==> src/include/stim_select_defines.vh <==
// Offsets, field layout, reset values and sizes of the stimulus select bank
`ifndef STIM_SELECT_DEFINES_VH
`define STIM_SELECT_DEFINES_VH

// ==========================================================================
// Sizes
`define PORT_COUNT      256
`define PORT_BITS       8
`define GROUP_BITS      3
`define GSEL_W          4
`define MASTER_BITS     2
`define MSEL_W          3
`define UMASK_W         32
`define PORT_IN_GROUP_W 5

// ==========================================================================
// Byte offsets on the register bus
`define OFF_PORT_ENABLE   12'he00
`define OFF_PORT_TRIGGER  12'he20
`define OFF_USER_MASK     12'he40
`define OFF_GROUP_SELECT  12'he60
`define OFF_MASTER_SELECT 12'he64
`define OFF_ACTIVITY      12'ha00

// ==========================================================================
// Field positions
`define GSEL_CTL_LSB  0
`define GSEL_FLD_LSB  20
`define MSEL_CTL_BIT  0
`define MSEL_FLD_LSB  15

// ==========================================================================
// Group select control codes
`define GCTL_UNUSED  2'b00
`define GCTL_TRIG    2'b01
`define GCTL_BOTH    2'b11

// ==========================================================================
// Reset values
`define RST_PORT_ENABLE  32'h0000_0000
`define RST_PORT_TRIGGER 32'h0000_0000
`define RST_USER_MASK    32'h0000_0000
`define RST_GSEL_CTL     2'b00
`define RST_GSEL_FLD     4'h0
`define RST_MSEL_CTL     1'b0
`define RST_MSEL_FLD     3'h0

`endif

==> src/rtl/sel_decode.v <==
// Decoder for the trailing-zero mask, delimiter and index select encoding
`timescale 1ns/10ps

module sel_decode #(
  parameter W = 4
) (
  sel_value,
  index,
  hit
);
  input  wire [W-1:0] sel_value;
  input  wire [W-2:0] index;
  output wire         hit;

  // ========================================================================
  // Match
  // Ones from bit 0 up to the lowest set bit: those bits are don't care
  wire [W-1:0] care_n;
  wire [W-1:0] probe;

  assign care_n = sel_value ^ (sel_value - {{(W-1){1'b0}}, 1'b1});
  assign probe  = {index, 1'b1};
  // Only top bit set leaves every bit as don't care: all selected
  assign hit    = ~|((probe ^ sel_value) & ~care_n);
endmodule

==> src/rtl/port_qualify.v <==
// Decides trace and trigger for one stimulus port write
`timescale 1ns/10ps
`include "stim_select_defines.vh"

module port_qualify (
  port_enable,
  port_trigger,
  user_mask,
  group_ctl,
  group_hit,
  master_ctl,
  master_hit,
  port,
  user_mode,
  trace_ok,
  trigger_ok,
  user_blocked
);
  input  wire [31:0]             port_enable;
  input  wire [31:0]             port_trigger;
  input  wire [`UMASK_W-1:0]     user_mask;
  input  wire [1:0]              group_ctl;
  input  wire                    group_hit;
  input  wire                    master_ctl;
  input  wire                    master_hit;
  input  wire [`PORT_BITS-1:0]   port;
  input  wire                    user_mode;
  output wire                    trace_ok;
  output wire                    trigger_ok;
  output wire                    user_blocked;

  // ========================================================================
  // Qualification
  wire [`PORT_IN_GROUP_W-1:0] bit_idx;
  wire master_ok;
  wire en_group_ok;
  wire trig_group_ok;
  wire enabled;

  assign bit_idx       = port[`PORT_IN_GROUP_W-1:0];
  assign master_ok     = ~master_ctl | master_hit;
  assign en_group_ok   = (group_ctl != `GCTL_BOTH) | group_hit;
  assign trig_group_ok = ((group_ctl != `GCTL_TRIG) &&
                          (group_ctl != `GCTL_BOTH)) | group_hit;
  assign enabled       = port_enable[bit_idx] & en_group_ok &
                         master_ok;
  // One mask bit per eight ports
  assign user_blocked  = user_mode &
                         user_mask[port[`PORT_BITS-1:3]];
  assign trace_ok      = enabled & ~user_blocked;
  // Trigger never without enable
  assign trigger_ok    = trace_ok & port_trigger[bit_idx] &
                         trig_group_ok;
endmodule

==> src/rtl/stim_select.v <==
// Stimulus port access, group and master selection register bank
//
// Function
// Set user-mask bit ignores user accesses
// Mask bit n covers ports 8n..8n+7
// Mask width is ports over eight
// Mask covers 256 ports, resets to zero
// Mask written only when privileged or debugger
// Group select absent at 32 ports or fewer
// Group control low two bits, resets 00
// Group field at bits 31:20
// Unused selection repeats masks every 32 ports
// Trailing zeros mask, delimiter, then group
// Top bit only selects all ports
// Software avoids zero or oversize group select
// Control 01 limits triggers to selected groups
// Control 11 limits enable and trigger
// No trigger on a disabled port
// Master select absent with one master
// Master field 31:15, control bit 0
// Control zero applies to all masters
// Control one disables unselected masters
// Master value uses same encoding
// Software avoids zero or oversize master select
// Trace only when enabled and not blocked
// Enable mask one bit per port, reset zero
// Trigger mask one bit per port, reset zero
`timescale 1ns/10ps
`include "stim_select_defines.vh"

module stim_select (
  core_clk,
  reset,
  wb_cyc_i,
  wb_stb_i,
  wb_we_i,
  wb_adr_i,
  wb_sel_i,
  wb_dat_i,
  wb_dat_o,
  wb_ack_o,
  bus_privileged,
  stim_valid,
  stim_port,
  stim_master,
  stim_user,
  trace_valid,
  trace_port,
  trace_master,
  trigger_pulse,
  user_reject
);
  input  wire                     core_clk;
  input  wire                     reset;
  input  wire                     wb_cyc_i;
  input  wire                     wb_stb_i;
  input  wire                     wb_we_i;
  input  wire [11:0]              wb_adr_i;
  input  wire [3:0]               wb_sel_i;
  input  wire [31:0]              wb_dat_i;
  output wire [31:0]              wb_dat_o;
  output wire                     wb_ack_o;
  input  wire                     bus_privileged;
  input  wire                     stim_valid;
  input  wire [`PORT_BITS-1:0]    stim_port;
  input  wire [`MASTER_BITS-1:0]  stim_master;
  input  wire                     stim_user;
  output wire                     trace_valid;
  output wire [`PORT_BITS-1:0]    trace_port;
  output wire [`MASTER_BITS-1:0]  trace_master;
  output wire                     trigger_pulse;
  output wire                     user_reject;

  // ========================================================================
  // Bus states
  localparam S_IDLE = 1'b0;
  localparam S_ACK  = 1'b1;

  // ========================================================================
  // Storage
  reg  [31:0]             port_enable_reg;
  reg  [31:0]             port_trigger_reg;
  reg  [`UMASK_W-1:0]     user_block_mask_reg;
  reg  [1:0]              group_select_ctl_reg;
  reg  [`GSEL_W-1:0]      group_select_field_reg;
  reg                     master_select_ctl_reg;
  reg  [`MSEL_W-1:0]      master_select_field_reg;
  reg  [15:0]             traced_count_reg;
  reg  [15:0]             reject_count_reg;
  reg                     state_reg;
  reg                     state_next;
  reg  [31:0]             rdata_reg;
  reg  [31:0]             rdata_next;
  reg                     trace_valid_reg;
  reg  [`PORT_BITS-1:0]   trace_port_reg;
  reg  [`MASTER_BITS-1:0] trace_master_reg;
  reg                     trigger_reg;
  reg                     reject_reg;

  // ========================================================================
  // Address decode
  wire        req;
  wire        wr_take;
  wire [31:0] bmask;
  wire        hit_enable;
  wire        hit_trigger;
  wire        hit_user;
  wire        hit_group;
  wire        hit_master;
  wire        hit_activity;
  wire [11:0] word_adr;

  // Low address bits never split a register: compare whole words
  assign word_adr     = {wb_adr_i[11:2], 2'b00};

  assign req          = wb_cyc_i & wb_stb_i & (state_reg == S_IDLE);
  assign wr_take      = req & wb_we_i;
  assign hit_enable   = word_adr == `OFF_PORT_ENABLE;
  assign hit_trigger  = word_adr == `OFF_PORT_TRIGGER;
  assign hit_user     = word_adr == `OFF_USER_MASK;
  // Present only because ports exceed 32 and masters exceed one
  assign hit_group    = word_adr == `OFF_GROUP_SELECT;
  assign hit_master   = word_adr == `OFF_MASTER_SELECT;
  assign hit_activity = word_adr == `OFF_ACTIVITY;

  // Per-lane write mask built from the byte selects
  genvar lane;
  generate
    for (lane = 0; lane < 4; lane = lane + 1) begin : g_lane
      assign bmask[lane*8+7:lane*8] = {8{wb_sel_i[lane]}};
    end
  endgenerate

  function [31:0] merge;
    input [31:0] old_v;
    input [31:0] new_v;
    input [31:0] m;
    begin
      merge = (old_v & ~m) | (new_v & m);
    end
  endfunction

  // ========================================================================
  // Bus handshake: one wait state, ack for exactly one cycle
  // S_ACK ignores cyc, so back-to-back requests see one idle cycle
  always @* begin
    state_next = state_reg;
    case (state_reg)
      S_IDLE: begin
        if (wb_cyc_i && wb_stb_i) begin
          state_next = S_ACK;
        end
      end
      S_ACK: begin
        state_next = S_IDLE;
      end
      default: begin
        state_next = S_IDLE;
      end
    endcase
  end

  // ========================================================================
  // Read mux; unmapped offsets read zero
  always @* begin
    rdata_next = 32'h0000_0000;
    if (hit_enable) begin
      rdata_next = port_enable_reg;
    end else if (hit_trigger) begin
      rdata_next = port_trigger_reg;
    end else if (hit_user) begin
      rdata_next = user_block_mask_reg;
    end else if (hit_group) begin
      // Reserved middle bits and unbuilt field bits read zero
      rdata_next[`GSEL_FLD_LSB+`GSEL_W-1:`GSEL_FLD_LSB] =
        group_select_field_reg;
      rdata_next[`GSEL_CTL_LSB+1:`GSEL_CTL_LSB] =
        group_select_ctl_reg;
    end else if (hit_master) begin
      rdata_next[`MSEL_FLD_LSB+`MSEL_W-1:`MSEL_FLD_LSB] =
        master_select_field_reg;
      rdata_next[`MSEL_CTL_BIT] = master_select_ctl_reg;
    end else if (hit_activity) begin
      rdata_next = {reject_count_reg, traced_count_reg};
    end
  end

  // ========================================================================
  // Register writes
  wire [31:0] gsel_img;
  wire [31:0] msel_img;
  wire [31:0] gsel_new;
  wire [31:0] msel_new;
  wire [31:0] user_new;
  wire        user_wr_ok;

  assign gsel_img = {{(32-`GSEL_FLD_LSB-`GSEL_W){1'b0}},
                     group_select_field_reg,
                     {(`GSEL_FLD_LSB-2){1'b0}},
                     group_select_ctl_reg};
  assign msel_img = {{(32-`MSEL_FLD_LSB-`MSEL_W){1'b0}},
                     master_select_field_reg,
                     {(`MSEL_FLD_LSB-1){1'b0}},
                     master_select_ctl_reg};
  assign gsel_new = merge(gsel_img, wb_dat_i, bmask);
  assign msel_new = merge(msel_img, wb_dat_i, bmask);
  assign user_new = merge(user_block_mask_reg, wb_dat_i, bmask);
  // Unprivileged writes are acked but leave the mask alone
  assign user_wr_ok = hit_user & bus_privileged;

  always @(posedge core_clk or posedge reset) begin
    if (reset) begin
      port_enable_reg         <= `RST_PORT_ENABLE;
      port_trigger_reg        <= `RST_PORT_TRIGGER;
      user_block_mask_reg     <= `RST_USER_MASK;
      group_select_ctl_reg    <= `RST_GSEL_CTL;
      // Field resets are undefined; zero keeps simulation clean
      group_select_field_reg  <= `RST_GSEL_FLD;
      master_select_ctl_reg   <= `RST_MSEL_CTL;
      master_select_field_reg <= `RST_MSEL_FLD;
    end else if (wr_take) begin
      if (hit_enable) begin
        port_enable_reg <= merge(port_enable_reg, wb_dat_i, bmask);
      end
      if (hit_trigger) begin
        port_trigger_reg <= merge(port_trigger_reg, wb_dat_i, bmask);
      end
      if (user_wr_ok) begin
        user_block_mask_reg <= user_new;
      end
      if (hit_group) begin
        // Reserved code 10 is kept and decodes as unused
        group_select_ctl_reg   <= gsel_new[`GSEL_CTL_LSB+1:`GSEL_CTL_LSB];
        group_select_field_reg <=
          gsel_new[`GSEL_FLD_LSB+`GSEL_W-1:`GSEL_FLD_LSB];
      end
      if (hit_master) begin
        master_select_ctl_reg   <= msel_new[`MSEL_CTL_BIT];
        master_select_field_reg <=
          msel_new[`MSEL_FLD_LSB+`MSEL_W-1:`MSEL_FLD_LSB];
      end
    end
  end

  always @(posedge core_clk or posedge reset) begin
    if (reset) begin
      state_reg <= S_IDLE;
      rdata_reg <= 32'h0000_0000;
    end else begin
      state_reg <= state_next;
      if (req) begin
        rdata_reg <= rdata_next;
      end
    end
  end

  assign wb_ack_o = state_reg;
  assign wb_dat_o = rdata_reg;

  // ========================================================================
  // Group and master selection
  wire group_hit;
  wire master_hit;
  wire trace_ok;
  wire trigger_ok;
  wire user_blocked;

  // Zero field with its control set selects all; software must avoid it
  sel_decode #(
    .W (`GSEL_W)
  ) u_group_decode (
    .sel_value (group_select_field_reg),
    .index     (stim_port[`PORT_BITS-1:`PORT_IN_GROUP_W]),
    .hit       (group_hit)
  );

  sel_decode #(
    .W (`MSEL_W)
  ) u_master_decode (
    .sel_value (master_select_field_reg),
    .index     (stim_master),
    .hit       (master_hit)
  );

  port_qualify u_qualify (
    .port_enable  (port_enable_reg),
    .port_trigger (port_trigger_reg),
    .user_mask    (user_block_mask_reg),
    .group_ctl    (group_select_ctl_reg),
    .group_hit    (group_hit),
    .master_ctl   (master_select_ctl_reg),
    .master_hit   (master_hit),
    .port         (stim_port),
    .user_mode    (stim_user),
    .trace_ok     (trace_ok),
    .trigger_ok   (trigger_ok),
    .user_blocked (user_blocked)
  );

  // ========================================================================
  // Qualified write outputs, one cycle after the stimulus write
  always @(posedge core_clk or posedge reset) begin
    if (reset) begin
      trace_valid_reg  <= 1'b0;
      trace_port_reg   <= {`PORT_BITS{1'b0}};
      trace_master_reg <= {`MASTER_BITS{1'b0}};
      trigger_reg      <= 1'b0;
      reject_reg       <= 1'b0;
    end else begin
      trace_valid_reg <= stim_valid & trace_ok;
      trigger_reg     <= stim_valid & trigger_ok;
      reject_reg      <= stim_valid & user_blocked;
      if (stim_valid) begin
        trace_port_reg   <= stim_port;
        trace_master_reg <= stim_master;
      end
    end
  end

  // Saturating so software never sees a wrap to small values
  always @(posedge core_clk or posedge reset) begin
    if (reset) begin
      traced_count_reg <= 16'h0000;
      reject_count_reg <= 16'h0000;
    end else begin
      if (trace_valid_reg && traced_count_reg != 16'hffff) begin
        traced_count_reg <= traced_count_reg + 16'h0001;
      end
      if (reject_reg && reject_count_reg != 16'hffff) begin
        reject_count_reg <= reject_count_reg + 16'h0001;
      end
    end
  end

  assign trace_valid   = trace_valid_reg;
  assign trace_port    = trace_port_reg;
  assign trace_master  = trace_master_reg;
  assign trigger_pulse = trigger_reg;
  assign user_reject   = reject_reg;
endmodule

==> config.mk <==
export PLATFORM = sky130hd
export DESIGN_NAME = stim_select
export DESIGN_NICKNAME = d
export VERILOG_FILES = /design/src/rtl/sel_decode.v /design/src/rtl/port_qualify.v /design/src/rtl/stim_select.v
export VERILOG_INCLUDE_DIRS = /design/src /design/src/include
export SDC_FILE = /design/constraint.sdc
export NUM_CORES = 1
export LEC_CHECK = 0
export BUFFER_PORTS_ARGS = -buffer_cell sky130_fd_sc_hd__buf_2
export CAP_MARGIN = 20
export CORE_MARGIN = 4
export CORE_UTILIZATION = 55
export DETAILED_ROUTE_END_ITERATION = 8
export PLACE_DENSITY = 0.76
export SLEW_MARGIN = 20
export SYNTH_ARGS = -nofsm -noshare
export SYNTH_HDL_FRONTEND = slang
export SYNTH_SLANG_ARGS = --single-unit
export TNS_END_PERCENT = 30
==> constraint.sdc <==
create_clock -name core_clk -period 6.6 [get_ports core_clk]
set_input_delay 0.33 -clock core_clk [delete_from_list [all_inputs] [get_ports core_clk]]
set_output_delay 0.33 -clock core_clk [all_outputs]
set_load 0.01 [all_outputs]
Word-level counts from Yosys, hierarchy flattened
Index checks and enable logic that the tools add are counted.

Bits in registers: 184. Input port bits: 66. Output and inout port bits: 46. Logic and storage cells: 104.

Add/sub/neg operators: 4. $lt $le $gt $ge: 2. Equality and inequality tests: 10. Muxes and demuxes: 20. Bitwise operators: 39. Reductions and logical operators: 13.

Operators by type and width (count): bitwise AND 32 bit (4); 2-to-1 mux 32 bit (4); OR 32 bit (3); equality test 10 bit (second input constant) (6); adder 16 x 1 -> 16 bit (second input constant) (2); != test 16 bit (second input constant) (2); inverter 32 bit (1); 2-to-1 mux 14 bit (2); bitwise AND 24 bit (1); OR 24 bit (1); bitwise AND 18 bit (1); 2-to-1 mux 18 bit (1); OR 18 bit (1); binary-select mux 1 bit (select 5 bit) (3); bitwise AND 1 bit (13); less-than comparator 5 x 6 -> 1 bit (second input constant) (2); AND reduction 2 bit (5); 2-to-1 mux 8 bit (1); bitwise XOR 4 bit (2); bitwise XOR 3 bit (2); 2-to-1 mux 1 bit (5); bitwise AND 4 bit (1); logical AND 1 bit (4); 2-to-1 mux 4 bit (1); 15 further kinds (20).

Logic depth before layout (Yosys ltp)
Gate-level depths: netlist (run 1).

Depth after elaboration: 13. Gate-level depth with buffers: 9. Mapped depth without buffers: 7.

Cells and area by module
A second synthesis (run 1) with hierarchy kept.

Cells, all modules: 788. Area, all modules: 9499.1 µm².

Modules (own cells, without submodules): stim_select (instances 1, cells an instance 706, area each 8483.1 µm², seq. area each 4604.4 µm²); port_qualify (instances 1, cells an instance 65, area each 892.1 µm², seq. area each 0.0 µm²); sel_decode (u_group_decode) (instances 1, cells an instance 10, area each 70.1 µm², seq. area each 0.0 µm²); sel_decode (u_master_decode) (instances 1, cells an instance 7, area each 53.8 µm², seq. area each 0.0 µm²).

Worst setup path after synthesis (run 1)
Ideal clock, no wire load.

Path type: input-to-reg. From: input port wb_adr_i[4]. To: register (tool-made name). Setup time: 0.125 ns. Data arrival time: 2.238 ns. Required time: 6.475 ns. Slack: 4.238 ns. Stages: 7. Path buffers: 2. Cells stage by stage: or4b_1 -> buf_2 -> nor4_4 -> nand2b_2 -> buf_2 -> nor2_8 -> mux2_2.

RTL lines: from (decl) (RTL line stim_select.v:58) `input wire [11:0] wb_adr_i;`.

==> results of run 1 <==
-- cells in the final DEF, fill, tap and decap left out, drive strengths merged, types with 3 or more instances in the layout --
master	synthesis	routed
and2	5	5
dfrtp	184	184
a221o	3	3
nor3b	5	5
o2bb2ai	5	5
mux2i	30	30
and3	4	4
nor4	3	3
clkbuf	24	20
a31oi	3	3
bufinv	0	4
xor2	17	17
o2111ai	6	6
buf	14	115
nor2	39	39
nand2	46	46
clkinv	1	5
nand3	13	13
nor2b	3	3
or2	3	3
a21oi	9	9
xnor2	10	10
o31ai	10	10
nand4	10	10
and4	5	5
a221oi	25	25
inv	17	18
nand2b	12	12
a21o	24	24
nor3	8	8
a2bb2oi	4	4
ha	4	4
mux4	20	20
a32oi	3	3
a211oi	23	23
mux2	128	128
o21ai	3	3
-- final timing paths --
kind	from	end	depth (start not counted)
max in group asynchronous	reset	asynchronous set/reset pin	3
worst min register to register	wb_dat_o[20]	wb_dat_o[20]	2
worst min-delay path	reset	wb_dat_o[24]	2
worst max register to register	wb_ack_o	flop	6
worst max-delay path	wb_ack_o	flop	6
min in group core_clk	wb_dat_i[13]	flop	2
-- power by group through the flow --
stage                     Sequential [mW]  Combinational (mW)  Clock, mW
after floorplan                      1.22               0.118          0
after global placement               1.22               0.186          0
after detailed placement             1.23               0.195          0
after CTS                            1.21               0.195       1.10
after global routing                 1.21               0.217       1.15
final                                1.21               0.194       1.09
-- final cells by class --
type / count / share of cell area, %
clock inverter: 11 / 1.61
multi-input combinational: 503 / 41.8
inverter: 18 / 0.707
clock buffer: 20 / 4.30
tap: 220 / 2.59
sequential: 184 / 43.4
timing repair buffer: 115 / 5.56
-- layer usage --
layer  up-vias  wire [um]  GRT usage (%)  part of all wire [%]
met2       275      12500           45.0                    51
li1       2990          -              -                     -
met5         -          0              0                     0
met3        61       1560           4.46                   6.3
met4         0        790           11.5                   3.2
met1      3508       9760           34.7                    40
-- critical path: cells and delay by family (launching register included) --
family / cells / cell delay (ns)
AND/OR/NAND/NOR: 3 / 1.14
buffers and inverters: 2 / 0.73
multiplexers: 1 / 0.42
flip-flops: 1 / 0.39
-- kinds of logic (layout without fill, tap and decap cells) --
group / after synthesis / after routing / synth area share (%)
flip-flops: 184 / 184 / 49.7
multiplexers: 178 / 178 / 23.7
AND/OR/NAND/NOR: 160 / 160 / 9.71
AO/OA/AOI/OAI: 134 / 134 / 11.4
buffers and inverters: 56 / 164 / 2.44
XOR/XNOR: 27 / 27 / 2.55
adder cells (fa/ha/maj): 4 / 4 / 0.540
-- per-stage QoR --
step	worst slack, ns	power, mW	instances	hold WS (ns)
after floorplan	1.27	1.33	743	0.445
after global placement	3.42	1.41	1040	0.453
after detailed placement	3.38	1.42	1040	0.452
after CTS	3.81	2.50	1071	0.129
after global routing	3.63	2.57	1071	0.133
final	3.80	2.49	1071	0.0665
==> impl_metrics.tcl, run 1 <==
set metrics [dict create \
    ant_nets 0 \
    internal_power_mw 1.89 \
    maxSlewViolCount 0 \
    post_cts_resized 0 \
    crit_type "flop to flop" \
    nets 909 \
    syn_nets 813 \
    path_cells "or2_2 -> buf_4 -> inv_1 -> nand3_1 -> nand2b_1 -> mux2_1" \
    ys_warn_count 0 \
    regArea_sq_um 4600 \
    postSynthAreaPerCell_sq_um 12.5 \
    pwr-share-clk_pct 43.8 \
    antenna_found_initial 0 \
    drc 0 \
    ys.flop_type "dfrtp_1" \
    clkSlewWorstSetupHoldPaths_ns 0.07 \
    io_buffer_count 109 \
    timing.final.crit_period_ns 2.80 \
    worstSkewPairLatency_ns 0.44 \
    initial_utilization_pct 56.1 \
    hold_buffers 0 \
    grt_pass1_wl_um 38300 \
    die_h_um 138 \
    critPathMaxStageDelay_ns 0.49 \
    syn_to_final_growth_pct 14.5 \
    multi_input_area_sq_um 4440 \
    vias 6834 \
    place_area_sq_um 9980 \
    critPathRequiredTime_ns 6.92 \
    static-leakage-power_nw 5.24 \
    status "completed" \
    cts_tree "built" \
    fmax_ghz 0.357 \
    grt_pass1_vias 6979 \
    cts.sinks 184 \
    clockBufferDepth 2 \
    yosysMostFrequentCell "dfrtp_1" \
    critPathLaunchType "flop" \
    synth_top_area_cell "dfrtp_1" \
    pin_count 112 \
    numCtsBuffers 17 \
    ys_ff_latch 184 \
    wl_per_cell_um 23.0 \
    grt-ovfl-total 0 \
    fin_tns_setup_ns 0 \
    path_max_fanout 61 \
    fin_crit_sh_pct 42.5 \
    drt-pass1-iter-count 7 \
    final_area_sq_um 10600 \
    worst_slew_pin_slew_ns 0.915 \
    drive_above_1_share_pct 35.1 \
    drt-total-wl_um 24600 \
    fillers 1247 \
    cap_violations 0 \
    utilization_pct 64.2 \
    peakVddDrop_mv 0.205 \
    ys_top_cells_by_area "dfrtp_1 50%, mux2_2 14%, mux4_2 4.9%, mux2i_1 3.2%, a221oi_1 2.4%" \
    yosysUniqueCellTypes 61 \
    synth.top_cells.by_count "184 x dfrtp_1, 112 x mux2_2, 43 x nand2_1, 31 x nor2_1, 30 x mux2i_1" \
    htreeDepth 4 \
    critPathSlowestCell "nand2b_1" \
    setup_viol 0 \
    maxSlewHeadroom_pct 38.7 \
    place.gp.congestion 0.871 \
    netlist_instances 743 \
    yosysSeqAreaShare_pct 49.7 \
    diodes 0 \
    design.core.area_sq_um 16500 \
    synth_top_area_share_pct 49.7 \
    switching_share_pct 24.2 \
    arrival_ns 3.12 \
    grt_max_degree 128 \
    dieArea_sq_um 19000 \
    synth_edf_count 0 \
    rows 47 \
    cts_root_buffer "clkbuf_16" \
    drt_iter0_drc 674 \
    seq_power_share_pct 48.4 \
    vias_per_cell 6.38 \
    cellPowerDensity_nw_per_um2 235 \
    dp_hpwl_um 17300 \
    grtUsageTotal_pct 26.9 \
    comb_power_share_pct 7.8 \
    async_flop_share_pct 100 \
    hold_class "input port to asynchronous set/reset pin" \
    syn_area_sq_um 9270 \
    postCtsSetupRepairBufs 0 \
    rrSetupSlack_ns 3.80 \
    cp-end-kind "flop" \
    p_sw_mw 0.602 \
    grt_setup_unrepaired "no" \
    hold_viol 0 \
    finClkSkew_ns 0.0141 \
    die_w_um 138 \
]
No activity file was read; power rests on OpenSTA's default activity.
==> run 2: changes to the inputs <==
==> constraint.sdc (replaced) <==
create_clock -name core_clk -period 2.7 [get_ports core_clk]
set_input_delay 0.135 -clock core_clk [delete_from_list [all_inputs] [get_ports core_clk]]
set_output_delay 0.135 -clock core_clk [all_outputs]
set_load 0.01 [all_outputs]
==> run 2 against run 1 <==
Net effect: worst setup slack worse by 3.5 ns; sequential share of layout area is 1.8 points lower; maximum frequency is 17% higher; die area stayed put; design area is 4.4% higher; core utilization is 2.8 points higher; largest cell class unchanged; clock power is 150% higher; largest power group unchanged; sequential cell count stayed put; clock-buffer cell count is 1 lower; cell count is 4.0% higher; hold slack worse by 0.048 ns.
==> impl_metrics.tcl, run 2 (synthesis results as in run 1) <==
set metrics [dict create \
    pwr-share-clk_pct 43.9 \
    grt_setup_unrepaired "no" \
    drive_above_1_share_pct 34.6 \
    pin_count 112 \
    grtUsageTotal_pct 27.9 \
    drc 0 \
    grt-ovfl-total 0 \
    arrival_ns 2.70 \
    mostFrequentLayoutCell "dfrtp_1" \
    drt_iter0_drc 517 \
    diodes 0 \
    grt_max_degree 65 \
    dp_hpwl_um 17900 \
    critPathRequiredTime_ns 3.01 \
    critPathLaunchType "flop" \
    hold_buffers 33 \
    mostFrequentLayoutCells "184 x dfrtp_1, 112 x mux2_2, 109 x buf_2" \
    fmax_ghz 0.419 \
    syn_to_final_growth_pct 19.6 \
    cellPowerDensity_nw_per_um2 559 \
    comb_power_share_pct 8.4 \
    maxSlewHeadroom_pct 47.9 \
    post_cts_resized 0 \
    grt_pass1_wl_um 39900 \
    fin_hold_ws_ns 0.0185 \
    nets 953 \
    layout_setup_ws_ns 0.312 \
    cts_tree "built" \
    regArea_sq_um 4600 \
    vias 7108 \
    hold_viol 0 \
    ant_nets 0 \
    place.gp.congestion 0.868 \
    timing.final.crit_period_ns 2.39 \
    die_w_um 138 \
    internal_power_mw 4.73 \
    post-place-ws_ns 0.193 \
    drt-total-wl_um 25100 \
    setup_viol 0 \
    grt_use_met1_pct 35.1 \
    cts.sinks 184 \
    hold_class "input port to flop" \
    wl_per_cell_um 22.6 \
    fin_tns_setup_ns 0 \
    clockBufferDepth 2 \
    antenna_found_initial 0 \
    rows 47 \
    cap_violations 0 \
    postCtsSetupRepairBufs 0 \
    multi_input_area_sq_um 4440 \
    cts_root_buffer "clkbuf_16" \
    p_sw_mw 1.47 \
    static-leakage-power_nw 5.45 \
    clkSlewWorstSetupHoldPaths_ns 0.07 \
    initial_utilization_pct 56.1 \
    peakVddDrop_mv 0.480 \
    die_h_um 138 \
    worst_slew_pin_slew_ns 0.780 \
    fin_crit_sh_pct 88.4 \
    crit_type "flop to flop" \
    status "completed" \
    drt-pass1-iter-count 5 \
    switching_share_pct 23.8 \
    vias_per_cell 6.38 \
    grt_pass1_vias 7282 \
    grtUsageMet3_pct 4.78 \
    maxSlewViolCount 0 \
    htreeDepth 4 \
    fillers 1246 \
    worstSkewPairLatency_ns 0.44 \
    dieArea_sq_um 19000 \
    numCtsBuffers 17 \
    finClkSkew_ns 0.0123 \
    io_buffer_count 109 \
    path_max_fanout 11 \
    seq_power_share_pct 47.7 \
    top_usage_layer "met2" \
    met2_usage_pct 47.2 \
    design.core.area_sq_um 16500 \
    cp-end-kind "flop" \
]
==> run 2: metal layers <==
| metal | wire length [um] | vias to the layer above | part of all wire (%) |
|---|---|---|---|
| met2 | 12900 | 355 | 51 |
| met3 | 1610 | 75 | 6.4 |
| met4 | 984 | 0 | 3.9 |
| li1 | - | 3085 | - |
| met1 | 9610 | 3593 | 38 |
| met5 | 0 | - | 0 |
==> run 2: worst paths after layout <==
path                              startpoint           end  slack [ns]  depth (start not counted)
worst max-delay path                wb_ack_o          flop        0.31                          5
worst min-delay path             wb_dat_i[0]          flop        0.02                          2
worst max register to register      wb_ack_o          flop        0.31                          5
worst min register to register  wb_dat_o[21]  wb_dat_o[21]        0.46                          2
max in group asynchronous              reset   wb_dat_o[2]        1.54                          4
min in group asynchronous              reset  wb_dat_o[27]        0.39                          3
==> run 2: area by class of cell <==
| type | instances | area share (%) |
|---|---|---|
| sequential | 184 | 41.5 |
| multi-input combinational | 503 | 40.1 |
| timing repair buffer | 159 | 9.50 |
| clock buffer | 19 | 4.00 |
| tap | 220 | 2.48 |
| clock inverter | 11 | 1.77 |
| inverter | 18 | 0.643 |
==> run 2: per-stage QoR <==
stage | instance area [sq um] | instances | utilization (%) | total power, mW
finish | 11100 | 1114 | 67.1 | 6.20
CTS | 11100 | 1114 | 67.1 | 6.23
global placement | 10100 | 1051 | 61.2 | 3.46
floorplan | 9270 | 743 | - | 3.26
detailed placement | 10100 | 1051 | 61.2 | 3.49
global route | 11100 | 1114 | 67.1 | 6.40
==> run 2: worst max-delay path, stage by stage, from the launching register on <==
cell,delay (ns)
dfrtp_1,0.37
or2_2,0.30
inv_1,0.34
nand3_1,0.36
nand2b_1,0.47
mux2_1,0.41
==> run 2: power by group through the flow <==
stage	Combinational [mW]	Clock (mW)	Sequential [mW]
global route	0.575	2.86	2.96
finish	0.523	2.72	2.95
CTS	0.527	2.75	2.95
floorplan	0.290	0	2.97
global placement	0.466	0	2.99
detailed placement	0.488	0	3.00
